## config.mk

```make
export PLATFORM = sky130hd
export DESIGN_NAME = pwg_top
export DESIGN_NICKNAME = d
export VERILOG_FILES = /design/src/design/pwg_pkg.sv /design/src/design/pwg_channel.sv /design/src/design/pwg_top.sv
export SDC_FILE = /design/constraint.sdc
export NUM_CORES = 1
export LEC_CHECK = 0
export BUFFER_PORTS_ARGS = -buffer_cell sky130_fd_sc_hd__buf_2
export CAP_MARGIN = 25
export CORE_MARGIN = 2
export CORE_UTILIZATION = 33
export DETAILED_ROUTE_END_ITERATION = 8
export PLACE_DENSITY = 0.49
export SYNTH_ARGS = -nofsm -noshare
export SYNTH_HDL_FRONTEND = slang
export SYNTH_SLANG_ARGS = --single-unit
```

## constraint.sdc

```tcl
create_clock -name clk -period 3.09 [get_ports clk]
set_clock_uncertainty 0.15 [all_clocks]
set_input_delay 0.927 -clock clk [delete_from_list [all_inputs] [get_ports clk]]
set_output_delay 0.927 -clock clk [all_outputs]
set_load 0.01 [all_outputs]
```

## src/design/pwg_pkg.sv

```systemverilog
// Purpose: constants for the pin waveform generator on pins 2 to 5
// Assumes: byte-wide registers reached through the on-chip register port
// Notes: each pin pair takes twelve consecutive byte addresses
//
// Contract
// - 8-bit mode: each period is five subperiods, lengths from the pin's own bytes.
// - 16-bit mode: odd pin byte is upper, even pin byte lower, of even pin subperiods.
// - Nonzero count write makes exactly that many periods, then the pin stops.
// - Zero count write makes the waveform repeat without end.
// - Count read returns periods still to go, not the written value: live, or the snapshot for a 16-bit lower read after an upper one.
// - 16-bit mode: odd count register holds upper byte, even one lower byte.
package pwg_pkg;
	localparam int SUB_NUM = 5;
	localparam int PAIR_NUM = 2;
	localparam int PIN_NUM = 4;
	localparam int CNT_W = 16;
	localparam logic [2:0] COUNT_IDX = 3'h5;
	localparam logic [15:0] PAIR_SPAN = 16'h000C;
	localparam logic [7:0] REG_RESET = 8'h00;
	// Address of every byte; pairs share one layout: odd/upper then even/lower
	localparam logic [15:0] PIN3_SUB1_LEN = 16'h108C;
	localparam logic [15:0] PIN2_SUB1_LEN = 16'h108D;
	localparam logic [15:0] PIN3_SUB2_LEN = 16'h108E;
	localparam logic [15:0] PIN2_SUB2_LEN = 16'h108F;
	localparam logic [15:0] PIN3_SUB3_LEN = 16'h1090;
	localparam logic [15:0] PIN2_SUB3_LEN = 16'h1091;
	localparam logic [15:0] PIN3_SUB4_LEN = 16'h1092;
	localparam logic [15:0] PIN2_SUB4_LEN = 16'h1093;
	localparam logic [15:0] PIN3_SUB5_LEN = 16'h1094;
	localparam logic [15:0] PIN2_SUB5_LEN = 16'h1095;
	localparam logic [15:0] PIN3_PERIOD_COUNT = 16'h1096;
	localparam logic [15:0] PIN2_PERIOD_COUNT = 16'h1097;
	localparam logic [15:0] PIN5_SUB1_LEN = 16'h1098;
	localparam logic [15:0] PIN4_SUB1_LEN = 16'h1099;
	localparam logic [15:0] PIN5_SUB2_LEN = 16'h109A;
	localparam logic [15:0] PIN4_SUB2_LEN = 16'h109B;
	localparam logic [15:0] PIN5_SUB3_LEN = 16'h109C;
	localparam logic [15:0] PIN4_SUB3_LEN = 16'h109D;
	localparam logic [15:0] PIN5_SUB4_LEN = 16'h109E;
	localparam logic [15:0] PIN4_SUB4_LEN = 16'h109F;
	localparam logic [15:0] PIN5_SUB5_LEN = 16'h10A0;
	localparam logic [15:0] PIN4_SUB5_LEN = 16'h10A1;
	localparam logic [15:0] PIN5_PERIOD_COUNT = 16'h10A2;
	localparam logic [15:0] PIN4_PERIOD_COUNT = 16'h10A3;
	localparam logic [15:0] PAIR_BASE [PAIR_NUM] = '{PIN3_SUB1_LEN, PIN5_SUB1_LEN};
	typedef enum logic [0:0] {
		ST_IDLE = 1'b0,
		ST_RUN = 1'b1
	} pwg_state_t;
endpackage

```

## src/design/pwg_channel.sv

```systemverilog
// Purpose: one waveform channel: five subperiods per period, period counting
// Assumes: lengths counted in clk cycles; start is single-cycle, halt may be held high as a level
// Notes: a subperiod of length 0 or 1 lasts one cycle
`timescale 1ns/1ns
module pwg_channel #(
	parameter int W = pwg_pkg::CNT_W
) (
	input wire logic clk,
	input wire logic nrst,
	input wire logic halt,
	input wire logic start,
	input wire logic [W-1:0] start_count,
	input wire logic [pwg_pkg::SUB_NUM-1:0][W-1:0] sub_len,
	output logic wave,
	output logic running,
	output logic [W-1:0] remaining
);
	import pwg_pkg::*;

	localparam logic [2:0] LAST_SUB = 3'(SUB_NUM - 1);

	pwg_state_t state, next_state;
	logic [2:0] sub, next_sub;
	logic [W-1:0] tick, next_tick, next_remaining;
	logic endless, next_endless;
	logic sub_done, period_done;

	assign running = (state == ST_RUN);
	assign sub_done = (tick <= W'(1));
	assign period_done = running && sub_done && (sub == LAST_SUB);

	always_comb begin
		next_state = state;
		next_sub = sub;
		next_tick = tick;
		next_remaining = remaining;
		next_endless = endless;
		unique case (state)
			ST_IDLE: begin
			end
			ST_RUN: begin
				if (!sub_done) begin
					next_tick = tick - W'(1);
				end else if (sub != LAST_SUB) begin
					next_sub = sub + 3'h1;
					next_tick = sub_len[sub + 3'h1];
				end else begin
					next_sub = 3'h0;
					next_tick = sub_len[0];
					// Endless runs keep the count at zero
					if (!endless) begin
						if (remaining == W'(1)) begin
							next_state = ST_IDLE;
							next_remaining = '0;
						end else begin
							next_remaining = remaining - W'(1);
						end
					end
				end
			end
		endcase
		if (start) begin
			next_state = ST_RUN;
			next_sub = 3'h0;
			next_tick = sub_len[0];
			next_remaining = start_count;
			next_endless = (start_count == '0);
		end
		if (halt) begin
			next_state = ST_IDLE;
			next_remaining = '0;
		end
	end

	always_ff @(posedge clk or negedge nrst) begin
		if (!nrst) begin
			state <= ST_IDLE;
			sub <= 3'h0;
			tick <= '0;
			remaining <= '0;
			endless <= 1'b0;
		end else begin
			state <= next_state;
			sub <= next_sub;
			tick <= next_tick;
			remaining <= next_remaining;
			endless <= next_endless;
		end
	end

	// Odd subperiods high, even ones low; idle pin low
	always_ff @(posedge clk or negedge nrst) begin
		if (!nrst) begin
			wave <= 1'b0;
		end else begin
			wave <= (next_state == ST_RUN) && !next_sub[0];
		end
	end
endmodule

```

## src/design/pwg_top.sv

```systemverilog
// Purpose: register file and four waveform channels for pins 2 to 5
// Assumes: register port and mode inputs come from logic on clk
// Notes: read data appear one cycle after the read strobe
`timescale 1ns/1ns
module pwg_top (
	input wire logic clk,
	input wire logic nrst,
	input wire logic [15:0] reg_addr,
	input wire logic reg_wr,
	input wire logic reg_rd,
	input wire logic [7:0] reg_wdata,
	output logic [7:0] reg_rdata,
	input wire logic [pwg_pkg::PAIR_NUM-1:0] mode_wide,
	output logic wave_out_two,
	output logic wave_out_three,
	output logic wave_out_four,
	output logic wave_out_five
);
	import pwg_pkg::*;

	// Side 0 is the odd pin (upper byte), side 1 the even pin (lower byte)
	logic [7:0] cfg [PAIR_NUM][SUB_NUM][2];
	logic [7:0] cnt_hi [PAIR_NUM];
	logic [7:0] snap_lo [PAIR_NUM];
	logic snap_ok [PAIR_NUM];
	logic sel_hit, sel_pair, sel_side;
	logic [2:0] sel_idx;
	logic is_len, is_cnt, wide_sel;
	logic [15:0] even_rem_sel;
	logic [PIN_NUM-1:0] ch_wave, ch_run;
	logic [15:0] ch_rem [PIN_NUM];

	always_comb begin
		logic [15:0] off;
		off = '0;
		sel_hit = 1'b0;
		sel_pair = 1'b0;
		sel_idx = 3'h0;
		sel_side = 1'b0;
		for (int p = 0; p < PAIR_NUM; p++) begin
			off = reg_addr - PAIR_BASE[p];
			if (off < PAIR_SPAN) begin
				sel_hit = 1'b1;
				sel_pair = 1'(p);
				sel_idx = off[3:1];
				sel_side = off[0];
			end
		end
	end

	assign is_len = sel_hit && (sel_idx < COUNT_IDX);
	assign is_cnt = sel_hit && (sel_idx == COUNT_IDX);
	assign wide_sel = mode_wide[sel_pair];
	assign even_rem_sel = ch_rem[{sel_pair, 1'b0}];

	always_ff @(posedge clk or negedge nrst) begin
		if (!nrst) begin
			for (int p = 0; p < PAIR_NUM; p++) begin
				for (int k = 0; k < SUB_NUM; k++) begin
					cfg[p][k][0] <= REG_RESET;
					cfg[p][k][1] <= REG_RESET;
				end
			end
		end else if (reg_wr && is_len) begin
			cfg[sel_pair][sel_idx][sel_side] <= reg_wdata;
		end
	end

	// Upper count byte waits here until the lower byte write starts the pair
	always_ff @(posedge clk or negedge nrst) begin
		if (!nrst) begin
			cnt_hi[0] <= REG_RESET;
			cnt_hi[1] <= REG_RESET;
		end else if (reg_wr && is_cnt && !sel_side) begin
			cnt_hi[sel_pair] <= reg_wdata;
		end
	end

	// Snapshot keeps a 16-bit count coherent across two byte reads
	always_ff @(posedge clk or negedge nrst) begin
		if (!nrst) begin
			snap_lo[0] <= REG_RESET;
			snap_lo[1] <= REG_RESET;
			snap_ok[0] <= 1'b0;
			snap_ok[1] <= 1'b0;
		end else if (reg_rd && is_cnt && wide_sel) begin
			if (!sel_side) begin
				snap_lo[sel_pair] <= even_rem_sel[7:0];
				snap_ok[sel_pair] <= 1'b1;
			end else begin
				snap_ok[sel_pair] <= 1'b0;
			end
		end
	end

	always_ff @(posedge clk or negedge nrst) begin
		if (!nrst) begin
			reg_rdata <= REG_RESET;
		end else if (reg_rd) begin
			if (!sel_hit) begin
				reg_rdata <= REG_RESET;
			end else if (is_len) begin
				reg_rdata <= cfg[sel_pair][sel_idx][sel_side];
			end else if (!sel_side) begin
				reg_rdata <= wide_sel ? even_rem_sel[15:8]
					: ch_rem[{sel_pair, 1'b1}][7:0];
			end else begin
				reg_rdata <= (wide_sel && snap_ok[sel_pair]) ? snap_lo[sel_pair]
					: even_rem_sel[7:0];
			end
		end
	end

	genvar g;
	for (g = 0; g < PIN_NUM; g++) begin : g_pin
		localparam int P = g / 2;
		localparam bit ODD = (g % 2) == 1;
		logic [SUB_NUM-1:0][15:0] lens;
		logic start;
		logic [15:0] start_count;

		always_comb begin
			for (int k = 0; k < SUB_NUM; k++) begin
				if (ODD) begin
					lens[k] = {8'h00, cfg[P][k][0]};
				end else begin
					lens[k] = {mode_wide[P] ? cfg[P][k][0] : 8'h00, cfg[P][k][1]};
				end
			end
		end

		// Odd pin of a wide pair is silent; its bytes belong to the even pin
		assign start = reg_wr && is_cnt && (sel_pair == 1'(P))
			&& (ODD ? (!sel_side && !mode_wide[P]) : sel_side);
		assign start_count = (ODD || !mode_wide[P]) ? {8'h00, reg_wdata}
			: {cnt_hi[P], reg_wdata};

		pwg_channel #(.W(16)) u_chan (
			.clk(clk),
			.nrst(nrst),
			.halt(ODD && mode_wide[P]),
			.start(start),
			.start_count(start_count),
			.sub_len(lens),
			.wave(ch_wave[g]),
			.running(ch_run[g]),
			.remaining(ch_rem[g])
		);
	end

	assign wave_out_two = ch_wave[0];
	assign wave_out_three = ch_wave[1];
	assign wave_out_four = ch_wave[2];
	assign wave_out_five = ch_wave[3];
endmodule

```

==> impl_metrics.prom <==
# TYPE chip_impl_metric gauge
chip_impl_metric{name="drt-vias-per-instance",unit=""} 5.79
chip_impl_info{name="tritoncts",value="built"} 1
chip_impl_metric{name="post-route-period-util",unit="%"} 123
chip_impl_metric{name="fin_max_slew_vios",unit=""} 0
chip_impl_metric{name="ctsHtreeMaxLevel",unit=""} 2
chip_impl_metric{name="layout-drive-gt1-share",unit="%"} 36.6
chip_impl_metric{name="io_pins",unit=""} 42
chip_impl_metric{name="area.growth.synth_to_final",unit="%"} 36.7
chip_impl_metric{name="groute.usage.overall",unit="%"} 26.3
chip_impl_metric{name="synth_cells",unit=""} 2561
chip_impl_info{name="synth_top_cells_by_area",value="dfrtp_1 39%, mux2_2 9.2%, nand2_1 5.6%"} 1
chip_impl_info{name="critical_path.most_common_cell",value="buf_6"} 1
chip_impl_metric{name="synth.yosys.seq_area_share",unit="%"} 38.9
chip_impl_metric{name="powerDensity",unit="nW/um2"} 392
chip_impl_info{name="setup_repair_after_global_routing_missed_its_margin",value="true"} 1
chip_impl_metric{name="core_area",unit="um2"} 68500
chip_impl_metric{name="worstPathBufferInverterCount",unit=""} 3
chip_impl_metric{name="cts.sinks",unit=""} 354
chip_impl_metric{name="gp_routability_congestion",unit=""} 0.939
chip_impl_metric{name="final_hold_viols",unit=""} 0
chip_impl_metric{name="hold_buffers",unit=""} 0
chip_impl_info{name="path_delay_family",value="simple AND/OR/NAND/NOR gates"} 1
chip_impl_metric{name="drc_errors",unit=""} 0
chip_impl_info{name="regToRegEndpoint",value="g_pin[2].u_chan.remaining[8]"} 1
chip_impl_info{name="violations",value="setup timing"} 1
chip_impl_metric{name="final_wl",unit="mm"} 94.8
chip_impl_metric{name="fmaxAchievable",unit="MHz"} 264
chip_impl_metric{name="drtIter0Drc",unit=""} 1864
chip_impl_metric{name="antenna_found_initial",unit=""} 1
chip_impl_metric{name="worstMarginPinSlew",unit="ns"} 0.851
chip_impl_info{name="synth.largest_area_cell",value="dfrtp_1"} 1
chip_impl_info{name="worst_r2r_startpoint",value="g_pin[2].u_chan.tick[6]"} 1
chip_impl_info{name="ys.flop_type",value="dfrtp_1"} 1
chip_impl_metric{name="post-route-min-period",unit="ns"} 3.79
chip_impl_metric{name="grt_pass1_wl",unit="mm"} 142
chip_impl_metric{name="place.port_buffers",unit=""} 41
chip_impl_metric{name="power.total",unit="mW"} 12.2
chip_impl_info{name="critPathSlowestCell",value="or4_4"} 1
chip_impl_metric{name="data_arrival_time_at_the_worst_slack_endpoint",unit="ns"} 4.12
chip_impl_metric{name="layout_setup_ws",unit="ns"} -0.700
chip_impl_metric{name="wl_per_cell",unit="um"} 24.7
chip_impl_metric{name="critical_path.max_stage_delay",unit="ns"} 0.60
chip_impl_metric{name="slew_headroom",unit="%"} 42.8
chip_impl_metric{name="gr-total-overflow",unit=""} 0
chip_impl_metric{name="cts_inserted_buffers",unit=""} 43
chip_impl_metric{name="detailed_placer_s_ending_hpwl",unit="mm"} 68.6
chip_impl_metric{name="synth_register_bits",unit=""} 354
chip_impl_metric{name="start_util",unit="%"} 33.3
chip_impl_metric{name="syn_area",unit="um2"} 22800
chip_impl_metric{name="routed-via-count",unit=""} 22238
chip_impl_metric{name="vdd_drop_max",unit="mV"} 0.464
chip_impl_info{name="critPathKind",value="input pin to flip-flop"} 1
chip_impl_metric{name="timing.reg2reg.worst_path_depth",unit=""} 11
chip_impl_metric{name="cts.reportedPaths.clkPinSlew",unit="ns"} 0.07
chip_impl_metric{name="regArea",unit="um2"} 8860
chip_impl_metric{name="clockBufferDepth",unit=""} 3
chip_impl_metric{name="layout_filler_cell_count",unit=""} 6480
chip_impl_metric{name="dp_worst_setup_slack",unit="ns"} -1.62
chip_impl_metric{name="setup-violations-final",unit=""} 320
chip_impl_metric{name="die_width",unit="um"} 267
chip_impl_metric{name="final_antenna_net_count",unit=""} 0
chip_impl_info{name="critical_path_startpoint",value="reg_addr[9]"} 1
chip_impl_info{name="cts-root-buf",value="clkbuf_16"} 1
chip_impl_metric{name="drtPass1Iterations",unit=""} 5
chip_impl_metric{name="synth-edff-count",unit=""} 0
chip_impl_metric{name="holdWs",unit="ns"} 0.111
chip_impl_metric{name="largest_net_degree_at_the_start_of_global_routing",unit=""} 59
chip_impl_info{name="endpoint_kind",value="flip-flop"} 1
chip_impl_metric{name="nets",unit=""} 2983
chip_impl_info{name="hold_path_class",value="input pin to asynchronous set/reset pin"} 1
chip_impl_metric{name="floorplan.die_area",unit="um2"} 71100
chip_impl_metric{name="clk_latency",unit="ns"} 0.59
chip_impl_info{name="outcome",value="finished with violations"} 1
chip_impl_metric{name="grt_pass1_vias",unit=""} 21774
chip_impl_metric{name="postSynthNetCount",unit=""} 2620
chip_impl_metric{name="power.static_leakage",unit="nW"} 13.9
chip_impl_metric{name="synthArstFlopShare",unit="%"} 100
chip_impl_metric{name="critical_path_rt",unit="ns"} 3.42
chip_impl_metric{name="post-synth-top-area-fraction",unit="%"} 38.9
chip_impl_metric{name="max_cap_violations",unit=""} 0
chip_impl_metric{name="die-height",unit="um"} 267
chip_impl_metric{name="yosys_warnings",unit=""} 0
chip_impl_metric{name="final.setup.tns",unit="ns"} -146.96
chip_impl_metric{name="worst_reg_to_reg_setup_slack",unit="ns"} 0.10
chip_impl_metric{name="mean_cell_area_of_the_mapped_netlist",unit="um2"} 8.89
chip_impl_info{name="path_cells",value="buf_6 -> or4_4 -> o311ai_4 -> mux2i_4 -> and2_4 -> nand3_4 -> o41a_1 -> buf_4 -> nor2_4 -> and4_1 -> buf_6 -> mux2_4"} 1
chip_impl_metric{name="critical_path_peak_fanout",unit=""} 8
chip_impl_metric{name="placement_rows",unit=""} 96
chip_impl_metric{name="multi_input_comb_area",unit="um2"} 15000
chip_impl_info{name="crit_path_start_kind",value="input pin"} 1
chip_impl_metric{name="yosysUniqueCellTypes",unit=""} 95
[synth_stat cells (17+ instances only)]
cell type	n
o211ai_1	27
or3_1	23
nand2_1	338
nor3_1	80
dfrtp_1	354
o21ai_0	183
inv_1	74
mux2i_1	60
a31oi_1	28
mux4_2	31
nor4_1	36
o221ai_1	17
a21oi_1	189
a22oi_1	44
a211oi_1	17
nand4_1	26
ha_1	29
clkbuf_1	122
nand3_1	95
mux2_2	186
and3_1	32
buf_2	24
nor2_1	213
[kinds of logic after synthesis]
family	Yosys count	share of synthesized area, %
multiplexers	292	15.6
AND/OR/NAND/NOR	944	19.7
AO/OA/AOI/OAI	674	18.9
flip-flops	354	38.9
buffers and inverters	237	4.10
adder cells (fa/ha/maj)	29	1.59
XOR/XNOR	31	1.19
[registers in the layout, indices dropped and copies added (netlist names), named ones only]
| name | cells |
|---|---|
| g_pin.u_chan.running | 4 |
| g_pin.u_chan.sub | 12 |
| g_pin.u_chan.wave | 4 |
| g_pin.u_chan.tick | 64 |
| snap_lo | 16 |
| cfg | 160 |
| reg_rdata | 8 |
| g_pin.u_chan.endless | 4 |
| cnt_hi | 16 |
| g_pin.u_chan.remaining | 64 |
[final cells by class]
type                            count  area share (%)
Antenna cell                        1         0.00803
Tap cell                          882            3.54
Sequential cell                   354            28.4
Clock inverter                     22           0.968
Timing Repair Buffer              475            14.2
Multi-Input combinational cell   1973            48.0
Inverter                           77           0.944
Clock buffer                       56            3.91
[placed cells by master (no fill, tap or decap), types with 15 or more instances in the layout]
| cell type | n |
|---|---|
| a21oi_1 | 157 |
| a21oi_2 | 30 |
| a22oi_1 | 40 |
| a31oi_1 | 27 |
| and3_1 | 29 |
| buf_12 | 36 |
| buf_2 | 35 |
| buf_4 | 310 |
| buf_6 | 79 |
| clkbuf_16 | 47 |
| dfrtp_1 | 354 |
| ha_1 | 27 |
| inv_1 | 73 |
| mux2_2 | 81 |
| mux2_4 | 120 |
| mux2i_1 | 59 |
| mux4_2 | 31 |
| nand2_1 | 281 |
| nand2_2 | 36 |
| nand2_4 | 15 |
| nand3_1 | 79 |
| nand4_1 | 26 |
| nor2_1 | 166 |
| nor2_2 | 27 |
| nor2_4 | 22 |
| nor3_1 | 72 |
| nor4_1 | 35 |
| o211ai_1 | 27 |
| o21ai_0 | 149 |
| o21ai_1 | 26 |
| o21ai_2 | 19 |
| o221ai_1 | 17 |
| o22ai_1 | 15 |
| or3_1 | 17 |
| xor2_1 | 15 |
[what timing repair did]
action                                  4_1_cts  5_1_grt
endpoints found under the setup margin      340      348
pin swaps                                    74       78
gates resized for setup                     253      179
cloned                                       10        2
buffers inserted                             47       30
[where the power goes]
part	switching, mW	internal, mW	leakage (nW)	total, mW
registers	0.230	4.80	4.49	5.03
logic	0.999	0.661	8.66	1.66
clock network	2.21	3.30	0.717	5.51
total	3.44	8.76	13.9	12.2
[worst max-delay path by stage]
| stage | to | slack [ns] | cells past startpoint |
|---|---|---|---|
| 3_5_place_dp | reg_rdata[5] | -1.62 | 14 |
| 5_1_grt | cfg[23] | -0.79 | 12 |
| 4_1_cts | cfg[141] | -0.71 | 14 |
| 3_3_place_gp | reg_rdata[5] | -1.66 | 14 |
| 6_report | cfg[16] | -0.70 | 12 |
| 2_1_floorplan | cfg[48] | -1.30 | 12 |
[metal layers]
metal  vias up  GRT usage (%)  share of wire (%)
met3       126           3.35                5.6
li1      10176              -                  -
met1     11258           38.5                 47
met2       678           40.7                 45
met4         0           7.23                2.5
met5         -              0                  0
[metrics by stage]
stage               utilization (%)  instances  instance area [um2]
global placement               39.9       3689                27300
global route                   45.5       3839                31100
detailed placement             39.9       3689                27300
finish                         45.5       3840                31100
floorplan                         -       2561                23900
CTS                            44.3       3819                30300
Note: power is estimated with default switching activity, not from simulation.
